`src/dcw_pkg.sv`:
```
package dcw_pkg;
  localparam int unsigned WORD_W = 16;
  localparam int unsigned ADDR_W = 8;
  localparam int unsigned EV_W = 4;
  localparam int unsigned IN_W = 6;
  // Register byte offsets.
  localparam logic [7:0] OFS_CMD = 8'h00;
  localparam logic [7:0] OFS_LOCAL_CMD = 8'h04;
  localparam logic [7:0] OFS_STATE = 8'h08;
  localparam logic [7:0] OFS_INT_STATUS = 8'h0C;
  localparam logic [7:0] OFS_INT_MASK = 8'h10;
  // Command word bits.
  localparam int unsigned CB_ON = 0;
  localparam int unsigned CB_COAST_N = 1;
  localparam int unsigned CB_FAST_N = 2;
  localparam int unsigned CB_ENABLE = 3;
  localparam int unsigned CB_FAULT_RESET = 7;
  localparam int unsigned CB_BUS = 10;
  // State word bits.
  localparam int unsigned SB_READY_ON = 0;
  localparam int unsigned SB_READY_OP = 1;
  localparam int unsigned SB_OP_EN = 2;
  localparam int unsigned SB_FAULT = 3;
  localparam int unsigned SB_COAST_OFF = 4;
  localparam int unsigned SB_FAST_OFF = 5;
  localparam int unsigned SB_INHIBIT = 6;
  localparam int unsigned SB_WARN = 7;
  localparam int unsigned SB_SPEED_TOL = 8;
  localparam int unsigned SB_BUS = 9;
  localparam int unsigned SB_FREQ = 10;
  // Interrupt event bits.
  localparam int unsigned EV_STATE = 0;
  localparam int unsigned EV_FAULT = 1;
  localparam int unsigned EV_WARN = 2;
  localparam int unsigned EV_STOP = 3;
  // Drive input bits.
  localparam int unsigned IN_STANDSTILL = 0;
  localparam int unsigned IN_SPEED_TOL = 1;
  localparam int unsigned IN_FREQ = 2;
  localparam int unsigned IN_WARN = 3;
  localparam int unsigned IN_ERROR = 4;
  localparam int unsigned IN_ERR_PWR_OFF = 5;
  // Reset values.
  localparam logic [15:0] CMD_RESET = 16'h0000;
  localparam logic [15:0] SW_RESET = 16'h0040;
  localparam logic [3:0] MASK_RESET = 4'h0;
  typedef enum logic [2:0] {
    ST_INHIBIT,
    ST_READY,
    ST_SWITCHED_ON,
    ST_OPERATING,
    ST_RAMP_STOP,
    ST_QUICK_STOP,
    ST_FAULT
  } dcw_state_type;
endpackage

```
`src/dcw_irq_if.sv`:
```
`timescale 1ns/100ps
interface dcw_irq_if;
  logic [3:0] event_set;
  logic [3:0] status_clr;
  logic [3:0] mask;
  logic [3:0] status;
  logic irq;
  modport core (output event_set, output status_clr, output mask, input status, input irq);
  modport unit (input event_set, input status_clr, input mask, output status, output irq);
endinterface

```
`src/dcw_top.sv`:
```
`timescale 1ns/100ps
// Behaviour
// - Command and state words are 16 bits.
// - Bit 0 set: switch on, power enabled.
// - Bit 0 clear: ramp down, power off standstill.
// - Ramp stop interruptible, back to operating.
// - Bit 1 low: coast, inhibit, power off.
// - Bit 2 low: fast stop, then inhibit.
// - Fast stop completes, ignoring other commands.
// - Bit 3 set: enable pulses, run up.
// - Bit 3 clear: ramp zero, switched on.
// - Fault reset acts on bit 7 rise.
// - Reset after power loss goes inhibit.
// - Bit 10 selects bus commands and reference.
// - State bits 4-7: coast, fast, inhibit, warning.
// - State bits 8-10: tolerance, bus, reached.
// - State bit 0: ready to switch on.
// - State bit 3: error detected.
module dcw_top (
  input wire logic pclk, // Clock, 250 MHz.
  input wire logic presetn, // Asynchronous reset, active low.
  input wire logic psel, // APB select.
  input wire logic penable, // APB enable.
  input wire logic pwrite, // APB write.
  input wire logic [7:0] paddr, // APB byte address.
  input wire logic [31:0] pwdata, // APB write data.
  output logic [31:0] prdata, // APB read data.
  output logic pready, // APB ready.
  output logic pslverr, // APB error for unmapped addresses.
  input wire logic standstill_in, // Motor at standstill.
  input wire logic speed_tol_in, // Speed error within tolerance.
  input wire logic freq_reached_in, // Frequency reached or exceeded.
  input wire logic warning_in, // Warning present.
  input wire logic error_in, // Error detected.
  input wire logic error_power_off_in, // Error response removes power.
  output logic power_enable, // Power converter voltage on.
  output logic pulse_enable, // Output pulses on.
  output logic ramp_decel, // Decelerate along the ramp generator.
  output logic fast_decel, // Decelerate as fast as possible.
  output logic ramp_zero, // Ramp generator output forced to zero.
  output logic bus_control, // Commands and reference from the fieldbus.
  output logic [15:0] drive_state_word, // Returned state word.
  output logic irq // Interrupt, active high level.
);
  typedef struct packed {
    dcw_pkg::dcw_state_type state;
    dcw_pkg::dcw_state_type resume;
    logic pwr_removed;
    logic reset_bit_q;
    logic warn_q;
    logic [15:0] cmd;
    logic [15:0] local_cmd;
    logic [3:0] mask;
    logic [15:0] sw;
    logic power_en;
    logic pulse_en;
    logic ramp_decel;
    logic fast_decel;
    logic ramp_zero;
    logic bus_ctl;
    logic pready;
    logic pslverr;
    logic [31:0] prdata;
  } dcw_core_type;
  dcw_core_type r, n;

  logic [5:0] raw;
  logic [5:0] si;
  logic [15:0] eff;
  logic on_c, coast_c, fast_c, en_c, err_c, still_c;
  logic fault_edge;
  logic [3:0] ev;
  logic acc, done;
  logic [31:0] rd;
  logic rd_err;

  dcw_irq_if irq_bus();

  assign raw[dcw_pkg::IN_STANDSTILL] = standstill_in;
  assign raw[dcw_pkg::IN_SPEED_TOL] = speed_tol_in;
  assign raw[dcw_pkg::IN_FREQ] = freq_reached_in;
  assign raw[dcw_pkg::IN_WARN] = warning_in;
  assign raw[dcw_pkg::IN_ERROR] = error_in;
  assign raw[dcw_pkg::IN_ERR_PWR_OFF] = error_power_off_in;

  dcw_sync #(
    .W(dcw_pkg::IN_W)
  ) u_sync (
    .pclk(pclk),
    .presetn(presetn),
    .din(raw),
    .dout(si)
  );

  dcw_irq u_irq (
    .pclk(pclk),
    .presetn(presetn),
    .bus(irq_bus)
  );

  // Software stands in for the local panel when the bus does not hold control.
  assign eff = r.cmd[dcw_pkg::CB_BUS] ? r.cmd : r.local_cmd;
  assign on_c = eff[dcw_pkg::CB_ON];
  assign coast_c = eff[dcw_pkg::CB_COAST_N];
  assign fast_c = eff[dcw_pkg::CB_FAST_N];
  assign en_c = eff[dcw_pkg::CB_ENABLE];
  assign err_c = si[dcw_pkg::IN_ERROR];
  assign still_c = si[dcw_pkg::IN_STANDSTILL];
  assign fault_edge = eff[dcw_pkg::CB_FAULT_RESET] & ~r.reset_bit_q;
  assign acc = psel & penable;
  assign done = acc & r.pready;

  always_comb
  begin
    n = r;
    ev = '0;
    rd = 32'h0000_0000;
    rd_err = 1'b0;
    n.reset_bit_q = eff[dcw_pkg::CB_FAULT_RESET];
    n.warn_q = si[dcw_pkg::IN_WARN];
    if (err_c && r.state != dcw_pkg::ST_FAULT)
    begin
      n.state = dcw_pkg::ST_FAULT;
      n.resume = r.state;
      n.pwr_removed = si[dcw_pkg::IN_ERR_PWR_OFF];
    end
    else
    begin
      case (r.state)
        dcw_pkg::ST_INHIBIT:
        begin
          if (coast_c && fast_c && !on_c)
            n.state = dcw_pkg::ST_READY;
        end
        dcw_pkg::ST_READY:
        begin
          if (!coast_c || !fast_c)
            n.state = dcw_pkg::ST_INHIBIT;
          else if (on_c)
            n.state = dcw_pkg::ST_SWITCHED_ON;
        end
        dcw_pkg::ST_SWITCHED_ON:
        begin
          if (!coast_c || !fast_c)
            n.state = dcw_pkg::ST_INHIBIT;
          else if (!on_c)
            n.state = dcw_pkg::ST_READY;
          else if (en_c)
            n.state = dcw_pkg::ST_OPERATING;
        end
        dcw_pkg::ST_OPERATING:
        begin
          if (!coast_c)
            n.state = dcw_pkg::ST_INHIBIT;
          else if (!fast_c)
            n.state = dcw_pkg::ST_QUICK_STOP;
          else if (!on_c)
            n.state = dcw_pkg::ST_RAMP_STOP;
          else if (!en_c)
            n.state = dcw_pkg::ST_SWITCHED_ON;
        end
        dcw_pkg::ST_RAMP_STOP:
        begin
          if (!coast_c)
            n.state = dcw_pkg::ST_INHIBIT;
          else if (!fast_c)
            n.state = dcw_pkg::ST_QUICK_STOP;
          else if (on_c && en_c)
            n.state = dcw_pkg::ST_OPERATING;
          else if (!en_c || still_c)
            n.state = dcw_pkg::ST_READY;
        end
        dcw_pkg::ST_QUICK_STOP:
        begin
          // Commands are deliberately not looked at until standstill.
          if (still_c)
            n.state = dcw_pkg::ST_INHIBIT;
        end
        dcw_pkg::ST_FAULT:
        begin
          if (fault_edge && !err_c)
            n.state = r.pwr_removed ? dcw_pkg::ST_INHIBIT : r.resume;
        end
        default:
        begin
          n.state = dcw_pkg::ST_INHIBIT;
        end
      endcase
    end

    n.power_en = (n.state inside {dcw_pkg::ST_SWITCHED_ON, dcw_pkg::ST_OPERATING, dcw_pkg::ST_RAMP_STOP,
                  dcw_pkg::ST_QUICK_STOP}) || (n.state == dcw_pkg::ST_FAULT && !n.pwr_removed);
    n.pulse_en = n.state inside {dcw_pkg::ST_OPERATING, dcw_pkg::ST_RAMP_STOP, dcw_pkg::ST_QUICK_STOP};
    n.ramp_decel = n.state == dcw_pkg::ST_RAMP_STOP;
    n.fast_decel = n.state == dcw_pkg::ST_QUICK_STOP;
    n.ramp_zero = !n.pulse_en;
    n.bus_ctl = r.cmd[dcw_pkg::CB_BUS];

    // Bits 11 to 15 stay zero from this clear.
    n.sw = '0;
    n.sw[dcw_pkg::SB_READY_ON] = n.state inside {dcw_pkg::ST_READY, dcw_pkg::ST_SWITCHED_ON,
                                 dcw_pkg::ST_OPERATING, dcw_pkg::ST_RAMP_STOP};
    n.sw[dcw_pkg::SB_READY_OP] = n.state inside {dcw_pkg::ST_SWITCHED_ON, dcw_pkg::ST_OPERATING,
                                 dcw_pkg::ST_RAMP_STOP};
    n.sw[dcw_pkg::SB_OP_EN] = n.state == dcw_pkg::ST_OPERATING;
    n.sw[dcw_pkg::SB_FAULT] = n.state == dcw_pkg::ST_FAULT;
    n.sw[dcw_pkg::SB_COAST_OFF] = coast_c;
    n.sw[dcw_pkg::SB_FAST_OFF] = fast_c && n.state != dcw_pkg::ST_QUICK_STOP;
    n.sw[dcw_pkg::SB_INHIBIT] = n.state == dcw_pkg::ST_INHIBIT;
    n.sw[dcw_pkg::SB_WARN] = si[dcw_pkg::IN_WARN];
    n.sw[dcw_pkg::SB_SPEED_TOL] = si[dcw_pkg::IN_SPEED_TOL];
    n.sw[dcw_pkg::SB_BUS] = r.cmd[dcw_pkg::CB_BUS];
    n.sw[dcw_pkg::SB_FREQ] = si[dcw_pkg::IN_FREQ];

    ev[dcw_pkg::EV_STATE] = n.state != r.state;
    ev[dcw_pkg::EV_FAULT] = n.state == dcw_pkg::ST_FAULT && r.state != dcw_pkg::ST_FAULT;
    ev[dcw_pkg::EV_WARN] = si[dcw_pkg::IN_WARN] & ~r.warn_q;
    ev[dcw_pkg::EV_STOP] = (r.state inside {dcw_pkg::ST_RAMP_STOP, dcw_pkg::ST_QUICK_STOP}) && still_c
                           && n.state != r.state;

    case (paddr)
      dcw_pkg::OFS_CMD: rd[15:0] = r.cmd;
      dcw_pkg::OFS_LOCAL_CMD: rd[15:0] = r.local_cmd;
      dcw_pkg::OFS_STATE: rd[15:0] = r.sw;
      dcw_pkg::OFS_INT_STATUS: rd[3:0] = irq_bus.status;
      dcw_pkg::OFS_INT_MASK: rd[3:0] = r.mask;
      default: rd_err = 1'b1;
    endcase
    // One wait state: data and ready are both registered.
    n.pready = acc & ~r.pready;
    if (acc && !r.pready)
    begin
      n.prdata = pwrite ? 32'h0000_0000 : rd;
      n.pslverr = rd_err;
    end
    else if (done)
    begin
      n.prdata = 32'h0000_0000;
      n.pslverr = 1'b0;
    end
    if (done && pwrite)
    begin
      case (paddr)
        dcw_pkg::OFS_CMD: n.cmd = pwdata[15:0];
        dcw_pkg::OFS_LOCAL_CMD: n.local_cmd = pwdata[15:0];
        dcw_pkg::OFS_INT_MASK: n.mask = pwdata[3:0];
        default: n.mask = r.mask;
      endcase
    end
  end

  // Only the bits that the read returned are cleared.
  assign irq_bus.status_clr = (done && !pwrite && paddr == dcw_pkg::OFS_INT_STATUS) ? r.prdata[3:0] : 4'h0;
  assign irq_bus.event_set = ev;
  assign irq_bus.mask = r.mask;

  always_ff @(posedge pclk or negedge presetn)
  begin
    if (!presetn)
    begin
      r <= '0;
      r.state <= dcw_pkg::ST_INHIBIT;
      r.resume <= dcw_pkg::ST_INHIBIT;
      r.cmd <= dcw_pkg::CMD_RESET;
      r.local_cmd <= dcw_pkg::CMD_RESET;
      r.mask <= dcw_pkg::MASK_RESET;
      r.sw <= dcw_pkg::SW_RESET;
      r.ramp_zero <= 1'b1;
    end
    else
      r <= n;
  end

  assign prdata = r.prdata;
  assign pready = r.pready;
  assign pslverr = r.pslverr;
  assign power_enable = r.power_en;
  assign pulse_enable = r.pulse_en;
  assign ramp_decel = r.ramp_decel;
  assign fast_decel = r.fast_decel;
  assign ramp_zero = r.ramp_zero;
  assign bus_control = r.bus_ctl;
  assign drive_state_word = r.sw;
  assign irq = irq_bus.irq;
endmodule

```
`src/dcw_sync.sv`:
```
`timescale 1ns/100ps
module dcw_sync #(
  parameter int unsigned W = 1
) (
  input wire logic pclk, // Clock.
  input wire logic presetn, // Asynchronous reset, active low.
  input wire logic [W-1:0] din, // Levels from outside the clock domain.
  output logic [W-1:0] dout // Synchronised levels.
);
  typedef struct packed {
    logic [W-1:0] s1;
    logic [W-1:0] s2;
  } dcw_sync_state_type;
  dcw_sync_state_type r, n;

  // The first stage feeds the second stage only.
  always_comb
  begin
    n.s1 = din;
    n.s2 = r.s1;
  end

  always_ff @(posedge pclk or negedge presetn)
  begin
    if (!presetn)
      r <= '0;
    else
      r <= n;
  end

  assign dout = r.s2;
endmodule

```
`src/dcw_irq.sv`:
```
`timescale 1ns/100ps
module dcw_irq (
  input wire logic pclk, // Clock.
  input wire logic presetn, // Asynchronous reset, active low.
  dcw_irq_if.unit bus // Events, clears, mask and the interrupt line.
);
  typedef struct packed {
    logic [3:0] status;
    logic irq;
  } dcw_irq_state_type;
  dcw_irq_state_type r, n;

  // A new event beats a clear in the same cycle, so nothing is lost.
  always_comb
  begin
    n.status = (r.status & ~bus.status_clr) | bus.event_set;
    n.irq = |(n.status & bus.mask);
  end

  always_ff @(posedge pclk or negedge presetn)
  begin
    if (!presetn)
      r <= '0;
    else
      r <= n;
  end

  assign bus.status = r.status;
  assign bus.irq = r.irq;
endmodule

```
`config.mk`:
```
export PLATFORM = sky130hd
export DESIGN_NAME = dcw_top
export DESIGN_NICKNAME = d
export VERILOG_FILES = /design/src/dcw_pkg.sv /design/src/dcw_irq_if.sv /design/src/dcw_top.sv /design/src/dcw_sync.sv /design/src/dcw_irq.sv
export SDC_FILE = /design/constraint.sdc
export NUM_CORES = 1
export LEC_CHECK = 0
export BUFFER_PORTS_ARGS = -buffer_cell sky130_fd_sc_hd__buf_2
export CORE_ASPECT_RATIO = 0.6
export CORE_MARGIN = 2
export CORE_UTILIZATION = 58
export CTS_CLUSTER_SIZE = 16
export DETAILED_ROUTE_END_ITERATION = 10
export HOLD_SLACK_MARGIN = 0.15
export PLACE_DENSITY = 0.87
export SYNTH_ARGS = -nofsm -noshare
export SYNTH_HDL_FRONTEND = slang
export SYNTH_HIERARCHICAL = 1
export SYNTH_SLANG_ARGS = --single-unit
```
`constraint.sdc`:
```
create_clock -name pclk -period 6.5 [get_ports pclk]
set_input_delay 0 -clock pclk [delete_from_list [all_inputs] [get_ports pclk]]
set_output_delay 0 -clock pclk [all_outputs]
set_load 0.01 [all_outputs]
```
* Word-level counts from Yosys, hierarchy flattened
Index checks and enable logic that the tools add are counted.
** Cells by class
- Reductions and logical operators :: 40
- Mux-type cells :: 28
- Equality and inequality tests :: 19
- Bitwise logic cells :: 12
** Operators by type and width (number)
- 33-bit two-way mux :: 2
- 3-bit two-way mux :: 18
- 12-bit one-hot mux with 3 select lines :: 1
- 3-bit one-hot mux with 7 select lines :: 1
- 4-bit one-hot mux with 5 select lines :: 1
- 3-bit == test (second input constant) :: 6
- 8-bit by 4-bit == test with 1-bit output (second input constant) :: 2
- 16-bit two-way mux :: 1
- 1-bit logical AND :: 14
- 3-bit by 2-bit == test with 1-bit output (second input constant) :: 4
- 1-bit logical NOT :: 9
- 4-bit AND :: 2
- 8-bit by 3-bit == test with 1-bit output (second input constant) :: 1
- 8-bit by 5-bit == test with 1-bit output (second input constant) :: 1
- 8-bit logical NOT :: 1
- 8-bit two-way mux :: 1
- 4-bit nonzero test :: 2
- 3-bit by 1-bit == test with 1-bit output (second input constant) :: 2
- 3-bit logical NOT :: 2
- 3-bit inequality test (second input constant) :: 2
- 2-bit AND reduction :: 3
- 3-bit nonzero test :: 2
- 1-bit AND :: 5
- 5-bit OR reduction :: 1
- other kinds (9) :: 15
** Word-level totals
- Input port bits :: 51
- Flip-flop bits (word level) :: 113

* Logic depth before layout (Yosys ltp)
- Depth in word-level cells :: 14
- Depth in mapped cells :: 8
- Mapped depth without buffers :: 8

* By module
Netlist, hierarchy kept.
** By module, submodules not included
- dcw_top :: instances 1, area an instance 4088.9 µm², cells an instance 363
- dcw_sync :: instances 1, area an instance 300.3 µm², cells an instance 12
- dcw_irq :: instances 1, area an instance 216.5 µm², cells an instance 18

* Least setup slack after synthesis
Ideal clock, no wire load.
- Kind :: register to register
- Start point :: register r (netlist bit n[34])
- End point :: register u_irq.r (netlist bit u_irq/bus.status[0])
- Setup time :: 0.124 ns
- Slack :: 4.198 ns
- Arrival time :: 2.177 ns
- Data required time :: 6.376 ns
- Buffers on the path :: 1
- Stages on the path, launching flop included :: 8
- Path through :: dfrtp_1 buf_6 mux2_4 a21oi_1 a211oi_1 a221o_1 or4_1 or2_1
** RTL lines
- start: declaration :: RTL line dcw_top.sv:65 : dcw_core_type r, n;
- start signal: assignment :: RTL line dcw_top.sv:271 : r <= n;
- end signal: assignment :: RTL line dcw_irq.sv:25 : r <= n;
- end: declaration :: RTL line dcw_irq.sv:11 : dcw_irq_state_type r, n;

==> out/results.md <==
| Quantity | Reported |
|---|---|
| Worst setup path startpoint | n[34]$_DFFE_PN0P_ |
| Share of the clock period used by the worst path after layout | 0.449 |
| Cells after synthesis | 393 |
| Clock tree root driver cell | clkbuf_16 |
| Overall power | 0.00151 W |
| Largest net degree at the start of global routing | 52 |
| Drc violations | 0 |
| Post-synth top area share | 0.505 |
| Via count of the first global-routing pass | 3056 |
| Slew @ Worst Pin | 1.11 ns |
| Clock tree from TritonCTS | yes |
| Yosys synthesis warning count | 6 |
| 1st-pass router iterations | 5 |
| Post-synth EDFFs | 0 |
| Result of the run | finished clean |
| Fraction of registers with async set/reset | 1.00 |
| Summed instance area of the synthesized netlist | 4610 µm² |
| Number of antenna violations at the first check in global routing | 0 |
| Mean post-synth cell area | 11.7 µm² |
| Final routed wirelength across all metal layers | 9.71 mm |
| Io pins | 108 |
| Min-delay worst type | in2reg |
| Highest clock frequency the design can meet | 0.343 GHz |
| Data arrival time of the worst path | 3.13 ns |
| Worst reg2reg path endpoint | u_irq/bus.irq$_DFF_PN0_ |
| Non-filler cells, final | 568 |
| Number of antenna-violating nets in the routed design | 0 |
| Overall die area | 8690 µm² |
| Worst setup endpoint | u_irq/bus.irq$_DFF_PN0_ |
| Final hold violation count | 0 |
| Clock Sinks | 95 |
| Die Span Y | 73.0 µm |
| Count of port buffers added during placement | 70 |
| Final-report max-slew violation count | 0 |
| Min Clock Period, post-route | 2.92 ns |
| Power density cells | 284 nW/µm² |
| Depth of the worst register-to-register path | 7 |
| Largest delay share family, worst path | simple AND/OR/NAND/NOR gates |
| TNS Setup | 0 ns |
| Initial cell density of the core | 0.591 |
| Final setup violation count | 0 |
| Detailed-placement wirelength estimate | 6.72 mm |
| Row count | 25 |
| Ant diodes | 0 |
| Count of cell instances traversed by the critical path | 7 |
| Longest individual stage delay on the worst path | 0.69 ns |
| GR Util All Layers | 0.239 |
| Post-layout utilization of the core | 0.683 |
| Clock Skew | 0.00665 ns |
| Clock Pin Slew Worst Setup and Hold Paths | 0.06 ns |
| Number of buffers inserted to repair setup after CTS | 0 |
| Global placer's final weighted congestion | 0.911 |
| First-pass GRT wire length | 15.7 mm |
| Number of buffer and inverter stages on the critical path | 0 |
| Cells after DPL | 528 |
| Setup repair after global routing missed its margin | false |
| Number of filler cells placed in the layout | 588 |
| Top cells by area, synth | dfrtp_1 51%, mux2_2 11%, buf_4 8.0% |
| Crit path max fanout | 14 |
| WP data required | 6.71 ns |
| Worst Hold Depth | 3 |
| Area inside the core boundary | 7790 µm² |
| Clock latency of the later-clocked register in the worst-skew pair | 0.35 ns |
| Critical Path Source Type | register |
| CTS H-tree lvls | 3 |
| Max-capacitance violation count | 0 |
| FF-to-FF setup slack | 3.58 ns |
| Mean routed wirelength per cell | 17.1 µm |
| Number of storage elements in the synthesis netlist | 95 |
| Maximum count of clock buffers along a single path | 2 |
| Critical-path cell list | mux2_2 -> nor4_1 -> o21bai_1 -> a221o_1 -> or4_1 -> o21ai_1 -> nand4_1 |
| Highest-delay cell along the critical path | dfrtp_1 |
| Portion of the post-synthesis area used by sequential elements | 0.517 |
| Beginning of the worst register-to-register path | n[34]$_DFFE_PN0P_ |
| Endpoint type of the worst setup path | register |
| Slew HR | 0.254 |
| Post-synthesis cell type count | 60 |
| Via density per instance | 5.63 |
| Total via count in the routed design | 3195 |
| Area growth syn-to-layout | 15.5% |
| Sum of overflow across all layers after global routing | 0 |
| DIE WIDTH | 119 µm |
| Count of routing violations after the opening detailed-route iteration | 308 |
| Leak Pwr | 2.65 nW |
| Number of buffers created by CTS | 9 |
| Library cell with the largest summed area after synthesis | dfrtp_1 |
| Fin nets | 506 |
| Ratio of cells with drive above 1 in the final layout | 0.313 |
| Max rail drop VDD | 0.261 mV |
| Most used DFF post-synth | dfrtp_1 |
| Crit Path Category | reg2reg |
## Yosys cell counts, types with 3 or more instances
library cell,number
a21oi_1,7
a222oi_1,4
a22o_1,13
and2_1,8
and3_1,5
buf_2,5
buf_4,49
clkbuf_1,7
dfrtp_1,93
inv_1,7
mux2_2,44
mux2i_1,17
nand2_1,27
nand3_1,3
nand4_1,3
nor2_1,10
nor2b_1,6
nor3b_1,3
o21ai_0,21
o21ai_1,5
or2_1,4
## routing by layer
metal  share of wire  track usage  wire [µm]
met5               0            0          0
met4           0.015       0.0899        146
met3           0.077       0.0656        752
met2            0.45        0.366       4390
met1            0.46        0.331       4420
## worst register-to-register path, delay by kind of cell (launching register included)
| family | cells | cell delay, ns |
|---|---|---|
| simple gates | 3 | 0.88 |
| flops | 1 | 0.69 |
| mux | 1 | 0.47 |
| compound gates | 3 | 0.75 |
## state kept, by name, indices dropped and copies added (netlist names), 4 cells and up
register          flops
r                    39
u_irq/bus.status      4
u_sync/dout           6
u_sync/n              6
irq_bus.mask          4
prdata               16
drive_state_word     11
## cell families (layout without fill, tap and decap cells)
family,count (synthesis),count (layout),synth area share
multiplexers,64,64,0.153
other,1,21,0.000814
flip-flops,95,95,0.517
buffers and inverters,71,118,0.101
AO/OA/AOI/OAI,71,71,0.111
XOR/XNOR,1,1,0.00190
AND/OR/NAND/NOR,90,90,0.116
## where the power goes
| part | switching (W) | internal [W] |
|---|---|---|
| sequential | 0.0000400 | 0.000636 |
| clock | 0.000219 | 0.000369 |
| combinational | 0.000141 | 0.000107 |
| total | 0.000401 | 0.00111 |
## worst min-delay path by stage
stage,startpoint,to,slack [ns]
floorplan,presetn,drive_state_word[0]$_DFF_PN0_,-0.30
global placement,presetn,prdata[13]$_DFFE_PN0P_,0.02
detailed placement,presetn,prdata[13]$_DFFE_PN0P_,0.03
CTS,paddr[4],pslverr$_DFFE_PN0P_,0.15
global route,paddr[4],pslverr$_DFFE_PN0P_,0.18
finish,paddr[4],pslverr$_DFFE_PN0P_,0.15
## cells in the final DEF (no fill, tap or decap), drive strengths merged, types with 2 or more instances in the layout
cell / Yosys / layout
a211oi: 2 / 2
a21o: 2 / 2
a21oi: 7 / 7
a222oi: 4 / 4
a22o: 13 / 13
a2bb2oi: 2 / 2
and2: 8 / 8
and3: 5 / 5
and3b: 2 / 2
buf: 56 / 71
bufinv: 0 / 2
clkbuf: 8 / 12
conb: 1 / 21
dfrtp: 93 / 93
dfstp: 2 / 2
dlygate4sd3: 0 / 24
inv: 7 / 7
mux2: 47 / 47
mux2i: 17 / 17
nand2: 27 / 27
nand2b: 2 / 2
nand3: 3 / 3
nand3b: 2 / 2
nand4: 3 / 3
nor2: 10 / 10
nor2b: 8 / 8
nor3: 2 / 2
nor3b: 5 / 5
nor4: 4 / 4
o21a: 2 / 2
o21ai: 27 / 27
or2: 5 / 5
## layout make-up
| cell class | count | area, µm² | area share |
|---|---|---|---|
| flip-flops and latches | 95 | 2380 | 0.447 |
| repair buffers | 95 | 601 | 0.113 |
| inverters | 7 | 26.3 | 0.00494 |
| clock inverters | 4 | 76.3 | 0.0143 |
| clock buffers | 12 | 267 | 0.0501 |
| well taps | 108 | 135 | 0.0254 |
| multi-input cells | 247 | 1840 | 0.345 |
## repair_timing
| action | 4_1_cts | 5_1_grt |
|---|---|---|
| hold endpoints to repair | 88 | 0 |
| gates resized for setup | 0 | 0 |
| hold buffers | 24 | 0 |
## through the flow
step / worst slack, ns / hold WS, ns / instance area, µm²
after global routing: 3.44 / 0.184 / 5320
after floorplan: 4.20 / -0.296 / 4680
after detailed placement: 3.69 / 0.0296 / 4740
after CTS: 3.67 / 0.151 / 5320
after global placement: 3.78 / 0.0202 / 4740
final: 3.58 / 0.151 / 5320
Power figures use the tool's default switching activity.
